===== config.mk =====
export PLATFORM = sky130hd
export DESIGN_NAME = two_wire_master_tx_rx_engine
export DESIGN_NICKNAME = d
export VERILOG_FILES = /design/src/hdl/two_wire_engine_pkg.sv /design/src/hdl/two_wire_master_tx_rx_engine.sv
export SDC_FILE = /design/constraint.sdc
export NUM_CORES = 1
export LEC_CHECK = 0
export ABC_AREA = 1
export BUFFER_PORTS_ARGS = -buffer_cell sky130_fd_sc_hd__buf_4
export CORE_ASPECT_RATIO = 0.6
export CORE_UTILIZATION = 50
export CTS_CLUSTER_SIZE = 30
export DETAILED_ROUTE_END_ITERATION = 10
export GPL_TIMING_DRIVEN = 1
export HOLD_SLACK_MARGIN = 0.1
export PLACE_DENSITY = 0.75
export SLEW_MARGIN = 20
export SYNTH_ARGS = -nofsm -noshare
export SYNTH_HDL_FRONTEND = slang
export SYNTH_SLANG_ARGS = --single-unit

===== constraint.sdc =====
create_clock -name core_clk_i -period 2.9 [get_ports core_clk_i]
set_input_delay 0 -clock core_clk_i [delete_from_list [all_inputs] [get_ports core_clk_i]]
set_output_delay 0 -clock core_clk_i [all_outputs]
set_load 0.01 [all_outputs]

===== src/hdl/two_wire_engine_pkg.sv =====
// constants, register layout, status codes and states of the two-wire master engine
// assumes a 40 MHz core clock and an open-drain two-wire bus outside
package two_wire_engine_pkg;

	// ************************************
	// register map
	// ************************************
	localparam int             ADDR_W       = 2;
	localparam logic [1:0]     ADDR_CONTROL = 2'h0;
	localparam logic [1:0]     ADDR_STATUS  = 2'h1;
	localparam logic [1:0]     ADDR_DATA    = 2'h2;

	// control bit positions
	localparam int             BIT_INT      = 7;
	localparam int             BIT_EA       = 6;
	localparam int             BIT_STA      = 5;
	localparam int             BIT_STO      = 4;
	localparam int             BIT_WC       = 3;
	localparam int             BIT_EN       = 2;
	localparam int             BIT_IE       = 0;

	localparam logic [7:0]     DATA_RST     = 8'hff;

	// ************************************
	// status codes, low three bits zero
	// ************************************
	localparam logic [7:0]     ST_START     = 8'h08;
	localparam logic [7:0]     ST_RSTART    = 8'h10;
	localparam logic [7:0]     ST_TX_A_ACK  = 8'h18;
	localparam logic [7:0]     ST_TX_A_NACK = 8'h20;
	localparam logic [7:0]     ST_TX_D_ACK  = 8'h28;
	localparam logic [7:0]     ST_TX_D_NACK = 8'h30;
	localparam logic [7:0]     ST_ARB       = 8'h38;
	localparam logic [7:0]     ST_RX_A_ACK  = 8'h40;
	localparam logic [7:0]     ST_RX_A_NACK = 8'h48;
	localparam logic [7:0]     ST_RX_D_ACK  = 8'h50;
	localparam logic [7:0]     ST_RX_D_NACK = 8'h58;
	localparam logic [7:0]     ST_IDLE      = 8'hf8;

	// ************************************
	// timing
	// ************************************
	localparam int             QUARTER_NS   = 250;
	localparam int             CLK_MHZ      = 40;
	localparam int             QUARTER_INT  = (QUARTER_NS * CLK_MHZ + 999) / 1000;
	localparam logic [7:0]     QUARTER_CYC  = 8'(QUARTER_INT);
	localparam logic [3:0]     ACK_BIT      = 4'h8;

	typedef enum logic [5:0] {
		S_IDLE  = 6'h01,
		S_WAIT  = 6'h02,
		S_START = 6'h04,
		S_BITS  = 6'h08,
		S_STOP  = 6'h10,
		S_HOLD  = 6'h20
	} state_t;

endpackage : two_wire_engine_pkg


===== src/hdl/two_wire_master_tx_rx_engine.sv =====
// master transmit and receive engine of a byte-wide two-wire serial interface
// assumes a pull-up on both lines and software polling or using irq_o

module two_wire_master_tx_rx_engine (
	input  wire logic                                  core_clk_i,
	input  wire logic                                  rstn_i,
	input  wire logic                                  ce_i,
	input  wire logic [two_wire_engine_pkg::ADDR_W-1:0] addr_i,
	input  wire logic [7:0]                            wdata_i,
	input  wire logic                                  wr_i,
	input  wire logic                                  rd_i,
	output logic      [7:0]                            rdata_o,
	input  wire logic                                  scl_i,
	output logic                                       scl_o,
	output logic                                       scl_oe_o,
	input  wire logic                                  sda_i,
	output logic                                       sda_o,
	output logic                                       sda_oe_o,
	output logic                                       irq_o
);
	import two_wire_engine_pkg::*;

	// ************************************
	// state
	// ************************************
	logic [1:0] scl_sy;
	logic [1:0] sda_sy;
	logic       sda_prev;
	logic       busy;
	state_t     st;
	logic [1:0] step;
	logic [3:0] bitn;
	logic [7:0] qcnt;
	logic       flag;
	logic       ea;
	logic       start_request;
	logic       stop_request;
	logic       wc;
	logic       en;
	logic       ie;
	logic [7:0] status;
	logic [7:0] data_reg;
	logic [7:0] shift;
	logic [7:0] rdata;
	logic       owned;
	logic       rx;
	logic       addr_ph;
	logic       ackd;
	logic       scl_drv;
	logic       sda_drv;

	// ************************************
	// decode
	// ************************************
	wire       scl_s    = scl_sy[1];
	wire       sda_s    = sda_sy[1];
	wire       start_sn = scl_s && sda_prev && !sda_s;
	wire       stop_sn  = scl_s && !sda_prev && sda_s;
	wire       wr_ctrl  = wr_i && (addr_i == ADDR_CONTROL);
	wire       wr_data  = wr_i && (addr_i == ADDR_DATA);
	wire       go       = wr_ctrl && wdata_i[BIT_INT];
	wire       w_sta    = wdata_i[BIT_STA];
	wire       w_sto    = wdata_i[BIT_STO];
	wire       w_en     = wdata_i[BIT_EN];
	wire       in_seq   = (st == S_START) || (st == S_BITS) || (st == S_STOP);
	wire       tick     = in_seq && (qcnt == 8'h00);
	// a slave stretching the clock holds the high phase back
	wire       adv      = tick && ((step != 2'd2) || scl_s);
	wire       tx_bit   = addr_ph || !rx;
	wire       mine     = (bitn == ACK_BIT) ? !tx_bit : tx_bit;
	wire       lost     = (st == S_BITS) && adv && (step == 2'd2) && mine && !sda_drv && !sda_s;
	wire       last     = (st == S_BITS) && adv && (step == 2'd3) && (bitn == ACK_BIT);
	wire       rx_next  = rx && ((status == ST_RX_A_ACK) || (status == ST_RX_D_ACK));
	wire       waiting  = (st == S_IDLE) || (st == S_HOLD);
	wire       run      = en || (go && w_en);
	wire [7:0] ctrl_rd  = {flag, ea, start_request, stop_request, wc, en, 1'b0, ie};
	wire [7:0] tx_code  = addr_ph ? (ackd ? ST_TX_A_ACK : ST_TX_A_NACK)
	                              : (ackd ? ST_TX_D_ACK : ST_TX_D_NACK);
	wire [7:0] rx_code  = addr_ph ? (ackd ? ST_RX_A_ACK : ST_RX_A_NACK)
	                              : (ackd ? ST_RX_D_ACK : ST_RX_D_NACK);
	wire [7:0] fin_code = rx ? rx_code : tx_code;
	wire [7:0] rd_mux   = (addr_i == ADDR_CONTROL) ? ctrl_rd :
	                      (addr_i == ADDR_STATUS)  ? status :
	                      (addr_i == ADDR_DATA)    ? data_reg : 8'h00;

	assign rdata_o  = rdata;
	assign scl_o    = 1'b0;
	assign sda_o    = 1'b0;
	assign scl_oe_o = scl_drv;
	assign sda_oe_o = sda_drv;
	assign irq_o    = flag && ie;

	// ************************************
	// pin sampling and bus watch
	// ************************************
	always_ff @(posedge core_clk_i) begin
		if (!rstn_i) begin
			scl_sy   <= 2'b11;
			sda_sy   <= 2'b11;
			sda_prev <= 1'b1;
			busy     <= 1'b0;
		end else if (ce_i) begin
			scl_sy   <= {scl_sy[0], scl_i};
			sda_sy   <= {sda_sy[0], sda_i};
			sda_prev <= sda_s;
			busy     <= start_sn || (busy && !stop_sn);
		end
	end

	// ************************************
	// software registers
	// ************************************
	always_ff @(posedge core_clk_i) begin
		if (!rstn_i) begin
			rdata <= 8'h00;
			ea    <= 1'b0;
			start_request   <= 1'b0;
			en    <= 1'b0;
			ie    <= 1'b0;
		end else if (ce_i) begin
			rdata <= rd_i ? rd_mux : 8'h00;
			if (wr_ctrl) begin
				ea  <= wdata_i[BIT_EA];
				start_request <= w_sta;
				en  <= w_en;
				ie  <= wdata_i[BIT_IE];
			end
		end
	end

	// ************************************
	// bus engine
	// ************************************
	always_ff @(posedge core_clk_i) begin
		if (!rstn_i) begin
			st       <= S_IDLE;
			step     <= 2'd0;
			bitn     <= 4'd0;
			qcnt     <= QUARTER_CYC;
			flag     <= 1'b0;
			stop_request      <= 1'b0;
			wc       <= 1'b0;
			status   <= ST_IDLE;
			data_reg <= DATA_RST;
			shift    <= 8'h00;
			owned    <= 1'b0;
			rx       <= 1'b0;
			addr_ph  <= 1'b0;
			ackd     <= 1'b0;
			scl_drv  <= 1'b0;
			sda_drv  <= 1'b0;
		end else if (ce_i) begin
			qcnt <= (in_seq && (qcnt != 8'h00)) ? qcnt - 8'h01 : QUARTER_CYC;
			if (adv) begin
				step <= step + 2'd1;
			end
			if (wr_ctrl) begin
				stop_request <= w_sto;
			end
			if (go) begin
				flag <= 1'b0;
			end
			if (wr_data) begin
				if (flag) begin
					data_reg <= wdata_i;
					wc       <= 1'b0;
				end else begin
					wc <= 1'b1;
				end
			end
			if (!en) begin
				st      <= S_IDLE;
				owned   <= 1'b0;
				scl_drv <= 1'b0;
				sda_drv <= 1'b0;
			end
			if (run) begin
				case (st)
				S_IDLE, S_HOLD: begin
					if (go && waiting) begin
						step <= 2'd0;
						bitn <= 4'd0;
						if (!owned) begin
							// lines stay released unless a new start is asked for
							st     <= w_sta ? S_WAIT : S_IDLE;
							status <= ST_IDLE;
						end else if (w_sto) begin
							st <= S_STOP;
						end else if (w_sta) begin
							st <= S_START;
						end else if ((status == ST_START) || (status == ST_RSTART)) begin
							st      <= S_BITS;
							shift   <= data_reg;
							addr_ph <= 1'b1;
							rx      <= data_reg[0];
						end else begin
							st      <= S_BITS;
							shift   <= data_reg;
							addr_ph <= 1'b0;
							rx      <= rx_next;
						end
					end
				end
				S_WAIT: begin
					if (!busy) begin
						st   <= S_START;
						step <= 2'd0;
					end
				end
				S_START: begin
					if (adv) begin
						case (step)
						2'd0: sda_drv <= 1'b0;
						2'd1: scl_drv <= 1'b0;
						2'd2: sda_drv <= 1'b1;
						default: begin
							scl_drv <= 1'b1;
							flag    <= 1'b1;
							status  <= owned ? ST_RSTART : ST_START;
							owned   <= 1'b1;
							st      <= S_HOLD;
						end
						endcase
					end
				end
				S_BITS: begin
					if (adv) begin
						case (step)
						2'd0: begin
							if (bitn == ACK_BIT) begin
								sda_drv <= !tx_bit && ea;
							end else begin
								sda_drv <= tx_bit && !shift[7];
							end
						end
						2'd1: scl_drv <= 1'b0;
						2'd2: begin
							if (bitn == ACK_BIT) begin
								ackd <= !sda_s;
							end else begin
								shift <= {shift[6:0], sda_s};
							end
							if (lost) begin
								// hand the bus over at once, other master continues
								st      <= S_IDLE;
								owned   <= 1'b0;
								sda_drv <= 1'b0;
								flag    <= 1'b1;
								status  <= ST_ARB;
							end
						end
						default: begin
							scl_drv <= 1'b1;
							if (bitn == ACK_BIT) begin
								flag    <= 1'b1;
								status  <= fin_code;
								addr_ph <= 1'b0;
								st      <= S_HOLD;
								if (rx && !addr_ph) begin
									data_reg <= shift;
								end
							end else begin
								bitn <= bitn + 4'd1;
							end
						end
						endcase
					end
				end
				S_STOP: begin
					if (adv) begin
						case (step)
						2'd0: sda_drv <= 1'b1;
						2'd1: scl_drv <= 1'b0;
						2'd2: sda_drv <= 1'b0;
						default: begin
							owned  <= 1'b0;
							stop_request    <= 1'b0;
							status <= ST_IDLE;
							st     <= start_request ? S_WAIT : S_IDLE;
						end
						endcase
					end
				end
				default: st <= S_IDLE;
				endcase
			end
		end
	end
endmodule : two_wire_master_tx_rx_engine


-- Word level (Yosys, flattened, before mapping)
Cells that the tools add are included.
- logic and storage cells: 244
- bits in registers: 71
- bits of input ports: 17
- mux-type cells: 122
- reduce and logical (&&, ||, !) cells: 59
- bitwise operators: 2
- add/sub/neg operators: 3
- equality and inequality tests: 33
- operators with widths (cell ; number):
    $mux W8 ; 29
    $mux W6 ; 13
    $mux W1 ; 44
    $pmux W8 S2 ; 2
    $pmux W8 S4 ; 1
    $pmux W6 S5 ; 1
    $mux W4 ; 7
    $ne A2 B2 Y1 const B ; 14
    $mux W5 ; 5
    $logic_and A1 B1 Y1 ; 23
    $reduce_and A10 Y1 ; 2
    $eq A8 B7 Y1 const B ; 2
    $pmux W1 S2 ; 8
    $reduce_and A7 Y1 ; 2
    $reduce_and A13 Y1 ; 1
    $mux W2 ; 6
    $pmux W6 S2 ; 1
    $logic_or A1 B1 Y1 ; 9
    $eq A8 B4 Y1 const B ; 1
    $eq A8 B5 Y1 const B ; 1
    $logic_not A1 Y1 ; 8
    $logic_not A8 Y1 ; 1
    $pmux W4 S2 ; 1
    $reduce_bool A8 Y1 ; 1
    26 further kinds ; 36

-- Logic depth before layout (Yosys ltp)
- depth in word-level cells: 15
- gate-level depth with buffers: 15
- depth with buffers taken out: 15

-- Worst setup path after synthesis
OpenSTA, ideal clock, no wires.
- path kind: register to register
- from: reg step[0]
- to: reg shift[5]
- required time: 2.788 ns
- cell stages (with the launch flop): 16
- arrival: 1.947 ns
- path slack: 0.841 ns
- cell sequence: dfxtp_1 > inv_1 > ha_1 > inv_2 > nor2_1 > inv_1 > nand3_1 > inv_2 > nand2_4 > nand2_4 > nand4_4 > nor2_8 > buf_12 > nand2_1 > nand2_1 > nor2_1
- word-level cells in the longest chain between the ends: 5
- RTL lines (element ; line ; RTL):
    start: declaration ; two_wire_master_tx_rx_engine.sv:31 ; logic [1:0] step;
    start signal: assignment ; two_wire_master_tx_rx_engine.sv:155 ; step <= step + 2'd1;
    $ne A2 B2 Y1 ; two_wire_master_tx_rx_engine.sv:68 ; wire adv = tick && ((step != 2'd2) || scl_s);
    $logic_or A1 B1 Y1 ; two_wire_master_tx_rx_engine.sv:68 ;
    $logic_and A1 B1 Y1 ; two_wire_master_tx_rx_engine.sv:68 ;
    $ne A2 B2 Y1 (no source line) ; - ;
    $reduce_and A10 Y1 (no source line) (*) ; - ;
    end signal: assignment ; two_wire_master_tx_rx_engine.sv:193 ; shift <= data_reg;
    end signal: assignment ; two_wire_master_tx_rx_engine.sv:198 ; shift <= data_reg;
    end signal: assignment ; two_wire_master_tx_rx_engine.sv:241 ; shift <= {shift[6:0], sda_s};
    end: declaration ; two_wire_master_tx_rx_engine.sv:43 ; logic [7:0] shift;
Every way passes the cells marked *; elsewhere a longest branch is shown, timed or not.
A chain may end at the register's enable or synchronous reset.

-- Worst setup path after layout
- from: reg step[0]
- to: reg st[0]
- word-level cells in the longest chain between the ends: 13
- RTL lines (element ; line ; RTL):
    $ne A2 B2 Y1 ; two_wire_master_tx_rx_engine.sv:68 ;
    $logic_or A1 B1 Y1 ; two_wire_master_tx_rx_engine.sv:68 ;
    $logic_and A1 B1 Y1 ; two_wire_master_tx_rx_engine.sv:68 ;
    $logic_and A1 B1 Y1 ; - ;
    $logic_and A1 B1 Y1 (4 in series) ; two_wire_master_tx_rx_engine.sv:71 ; wire lost = (st == S_BITS) && adv && (step == 2'd2) && mine && !sda_drv && !sda_s;
    $mux W6 ; two_wire_master_tx_rx_engine.sv:243 ; if (lost) begin
    $pmux W6 S2 ; two_wire_master_tx_rx_engine.sv:228 ; case (step)
    $mux W6 ; two_wire_master_tx_rx_engine.sv:227 ; if (adv) begin
    $pmux W6 S5 (*) ; two_wire_master_tx_rx_engine.sv:178 ; case (st)
    $mux W6 (*) ; two_wire_master_tx_rx_engine.sv:177 ; if (run) begin
    end signal: assignment ; two_wire_master_tx_rx_engine.sv:185 ; st <= w_sta ? S_WAIT : S_IDLE;
    end signal: assignment ; two_wire_master_tx_rx_engine.sv:279 ; st <= start_request ? S_WAIT : S_IDLE;
    end: declaration ; two_wire_master_tx_rx_engine.sv:30 ; state_t st;
Marked as above.

==> results.sh <==
export IMPL_worstMarginPinSlew_ps=634
export IMPL_synth_common_cells="nand2_1 (202), inv_1 (75), dfxtp_1 (68)"
export IMPL_hold_viol=0
export IMPL_antenna_found_initial=0
export IMPL_finClkSkew_ps=7.25
export IMPL_ys_warn_count=0
export IMPL_cts_htree_levels=3
export IMPL_yosysTopAreaCell="dfxtp_1"
export IMPL_wl_per_cell_um=16.4
export IMPL_cts_root_buf="clkbuf_16"
export IMPL_grt_overflow=0
export IMPL_reg2reg_slack_ps=310
export IMPL_power_density_nw_per_um2=463
export IMPL_min_from="wr_i"
export IMPL_path_max_fanout=9
export IMPL_yosys_most_used_dff="dfxtp_1"
export IMPL_whs_endpoint="start_request"
export IMPL_ff2ff_path_depth=15
export IMPL_worstPathArrival_ps=2870
export IMPL_drc=0
export IMPL_place_detailed_hpwl_um=9820
export IMPL_grt_pass1_vias=3989
export IMPL_synth_edf_count=0
export IMPL_cts_inserted_buffers=9
export IMPL_r2r_start="step[0]"
export IMPL_async_flop_share_pct=0
export IMPL_period_minus_slack_ps=2590
export IMPL_cts_sinks=68
export IMPL_grt_max_degree=36
export IMPL_slew_headroom_pct=57.5
export IMPL_cts_buffer_depth=2
export IMPL_synth_cell_types=41
export IMPL_yosys_top_cells_area="dfxtp_1 (32%), nand2_1 (18%), inv_1 (6.5%)"
export IMPL_drive_above_1_share_pct=13.5
export IMPL_min_path_type="in2reg"
export IMPL_cp_start_kind="flip-flop"
export IMPL_gp_congestion=1.01
export IMPL_avgSynthCellArea_um2=6.45
export IMPL_track_usage_pct=31.7
export IMPL_yosysSeqAreaShare_pct=31.6
export IMPL_peakVddDrop_uv=296
export IMPL_crit_type="reg2reg"
export IMPL_p_leak_nw=2.33
export IMPL_drt_pass1_iterations=6
export IMPL_mappedNetlistArea_um2=4310
export IMPL_finalSetupViolCount=0
export IMPL_rsz0062_at_grt="false"
export IMPL_drv_cap=0
export IMPL_start_util_pct=53.3
export IMPL_die_w_um=122
export IMPL_clkTransAtPathRegs_ps=60
export IMPL_core_area_um2=8100
export IMPL_setup_tns_ps=0
export IMPL_slew_violations=0
export IMPL_min_path_cells=5
export IMPL_ys_ff_latch=68
export IMPL_vias=4555
export IMPL_ant_nets=0
export IMPL_min_period_over_period_pct=89.3
export IMPL_drt_iter0_markers=590
export IMPL_setup_worst_path_start="step[0]"
export IMPL_wl_um=13400
export IMPL_max_freq_mhz=386
export IMPL_cp_end_kind="flip-flop"
export IMPL_n_antenna_cell=0
export IMPL_syn_inst=669
export IMPL_die_area_um2=9020
export IMPL_holdWs_ps=138
export IMPL_syn2layout_area_growth_pct=16.0
export IMPL_synth_top_cell_area_share_pct=31.6
export IMPL_port_buffers=27
export IMPL_grt_pass1_wl_um=21400
export IMPL_status="complete, no violations"
export IMPL_fin_nets=730
export IMPL_r2r_end="st[0]"
export IMPL_num_rows=25
export IMPL_synth_most_common_cell="nand2_1"
export IMPL_fp_dieH_um=74.0
export IMPL_insertion_delay_ps=340
export IMPL_ioPinCount=30
export IMPL_via_per_inst=5.58
export IMPL_cts_tree="built"
export IMPL_worstPathRequired_ps=3180
## area by class of cell
| type | instances | area (µm²) |
|---|---|---|
| Inverter | 87 | 329 |
| Clock buffer | 12 | 246 |
| Timing Repair Buffer | 45 | 375 |
| Clock inverter | 4 | 48.8 |
| Tap cell | 108 | 135 |
| Fill cell | 761 | 3100 |
| Sequential cell | 68 | 1360 |
| Multi-Input combinational cell | 493 | 2510 |
## metal layers
metal	GRT usage (%)	wire length, µm	vias to the layer above
met5	0	0	-
met4	6.31	93	0
met3	11.1	1710	11
met2	42.3	5150	234
met1	47.9	6440	2094
li1	-	-	2216
## worst max-delay path by stage
stage / cells past startpoint / to / slack (ps)
final: 15 / st[0] / 310
after global routing: 12 / data_reg[1] / 150
after CTS: 12 / data_reg[5] / 450
after detailed placement: 12 / data_reg[1] / 470
after global placement: 15 / st[0] / 490
after floorplan: 15 / shift[5] / 840
## power breakdown
| part | switching [W] | internal (W) | total [W] | leakage (nW) |
|---|---|---|---|---|
| registers | 0.0000274 | 0.000959 | 0.000986 | 0.553 |
| logic | 0.000135 | 0.0000850 | 0.000220 | 1.63 |
| clock network | 0.000421 | 0.000688 | 0.00111 | 0.147 |
## repair_timing
item | CTS | global route
endpoints found under the hold margin | 31 | 0
resized for setup | 0 | 0
buffers inserted | 0 | 0
endpoints found under the setup margin | 0 | 0
hold buffers | 15 | 0
## cell usage in the layout (no fill, tap or decap), drive strengths merged
| cell | Yosys | final |
|---|---|---|
| dlygate4sd3 | 0 | 15 |
| o22ai | 2 | 2 |
| o31ai | 1 | 1 |
| o21ai | 33 | 33 |
| o311ai | 1 | 1 |
| or2 | 1 | 1 |
| nand3b | 1 | 1 |
| conb | 1 | 2 |
| nor2 | 81 | 81 |
| nor4 | 1 | 1 |
| nand2 | 210 | 210 |
| dfxtp | 68 | 68 |
| a31oi | 2 | 2 |
| buf | 7 | 30 |
| a211oi | 1 | 1 |
| nand4 | 10 | 10 |
| a221oi | 3 | 3 |
| o21bai | 2 | 2 |
| o211ai | 14 | 14 |
| nand3 | 57 | 57 |
| nor3 | 5 | 5 |
| inv | 85 | 85 |
| clkbuf | 15 | 12 |
| a21oi | 52 | 52 |
| xor2 | 5 | 5 |
| ha | 9 | 9 |
| clkinv | 2 | 5 |
| bufinv | 0 | 1 |
## metrics by stage
| step | utilization [%] | worst slack (ps) | area (µm²) | cells | total power (W) |
|---|---|---|---|---|---|
| 2_1_floorplan | - | 841 | 4320 | 670 | 0.00113 |
| 3_3_place_gp | 56.3 | 493 | 4560 | 786 | 0.00120 |
| 3_5_place_dp | 56.3 | 465 | 4560 | 786 | 0.00120 |
| 4_1_cts | 61.8 | 446 | 5000 | 817 | 0.00232 |
| 5_1_grt | 61.8 | 149 | 5000 | 817 | 0.00240 |
| 6_report | 61.8 | 311 | 5000 | 817 | 0.00232 |
## worst max-delay path, stage by stage, from the launching register on
cell	delay (ps)
dfxtp_1	470
inv_1	130
ha_1	330
inv_2	120
nor2_1	40
inv_1	120
nand3_1	180
inv_2	170
nand2_4	110
inv_1	230
nand3_1	110
nor2_1	240
nor2_1	80
nand2_1	80
nand2_1	50
nand2_1	60
## cells by family after synthesis
group | Yosys count | synth area share (%)
other | 1 | 0.0869
flip-flops | 68 | 31.6
XOR/XNOR | 5 | 1.02
AO/OA/AOI/OAI | 111 | 14.9
adder cells (fa/ha/maj) | 9 | 2.61
AND/OR/NAND/NOR | 366 | 39.4
buffers and inverters | 109 | 10.4
Power figures use the tool's default switching activity.
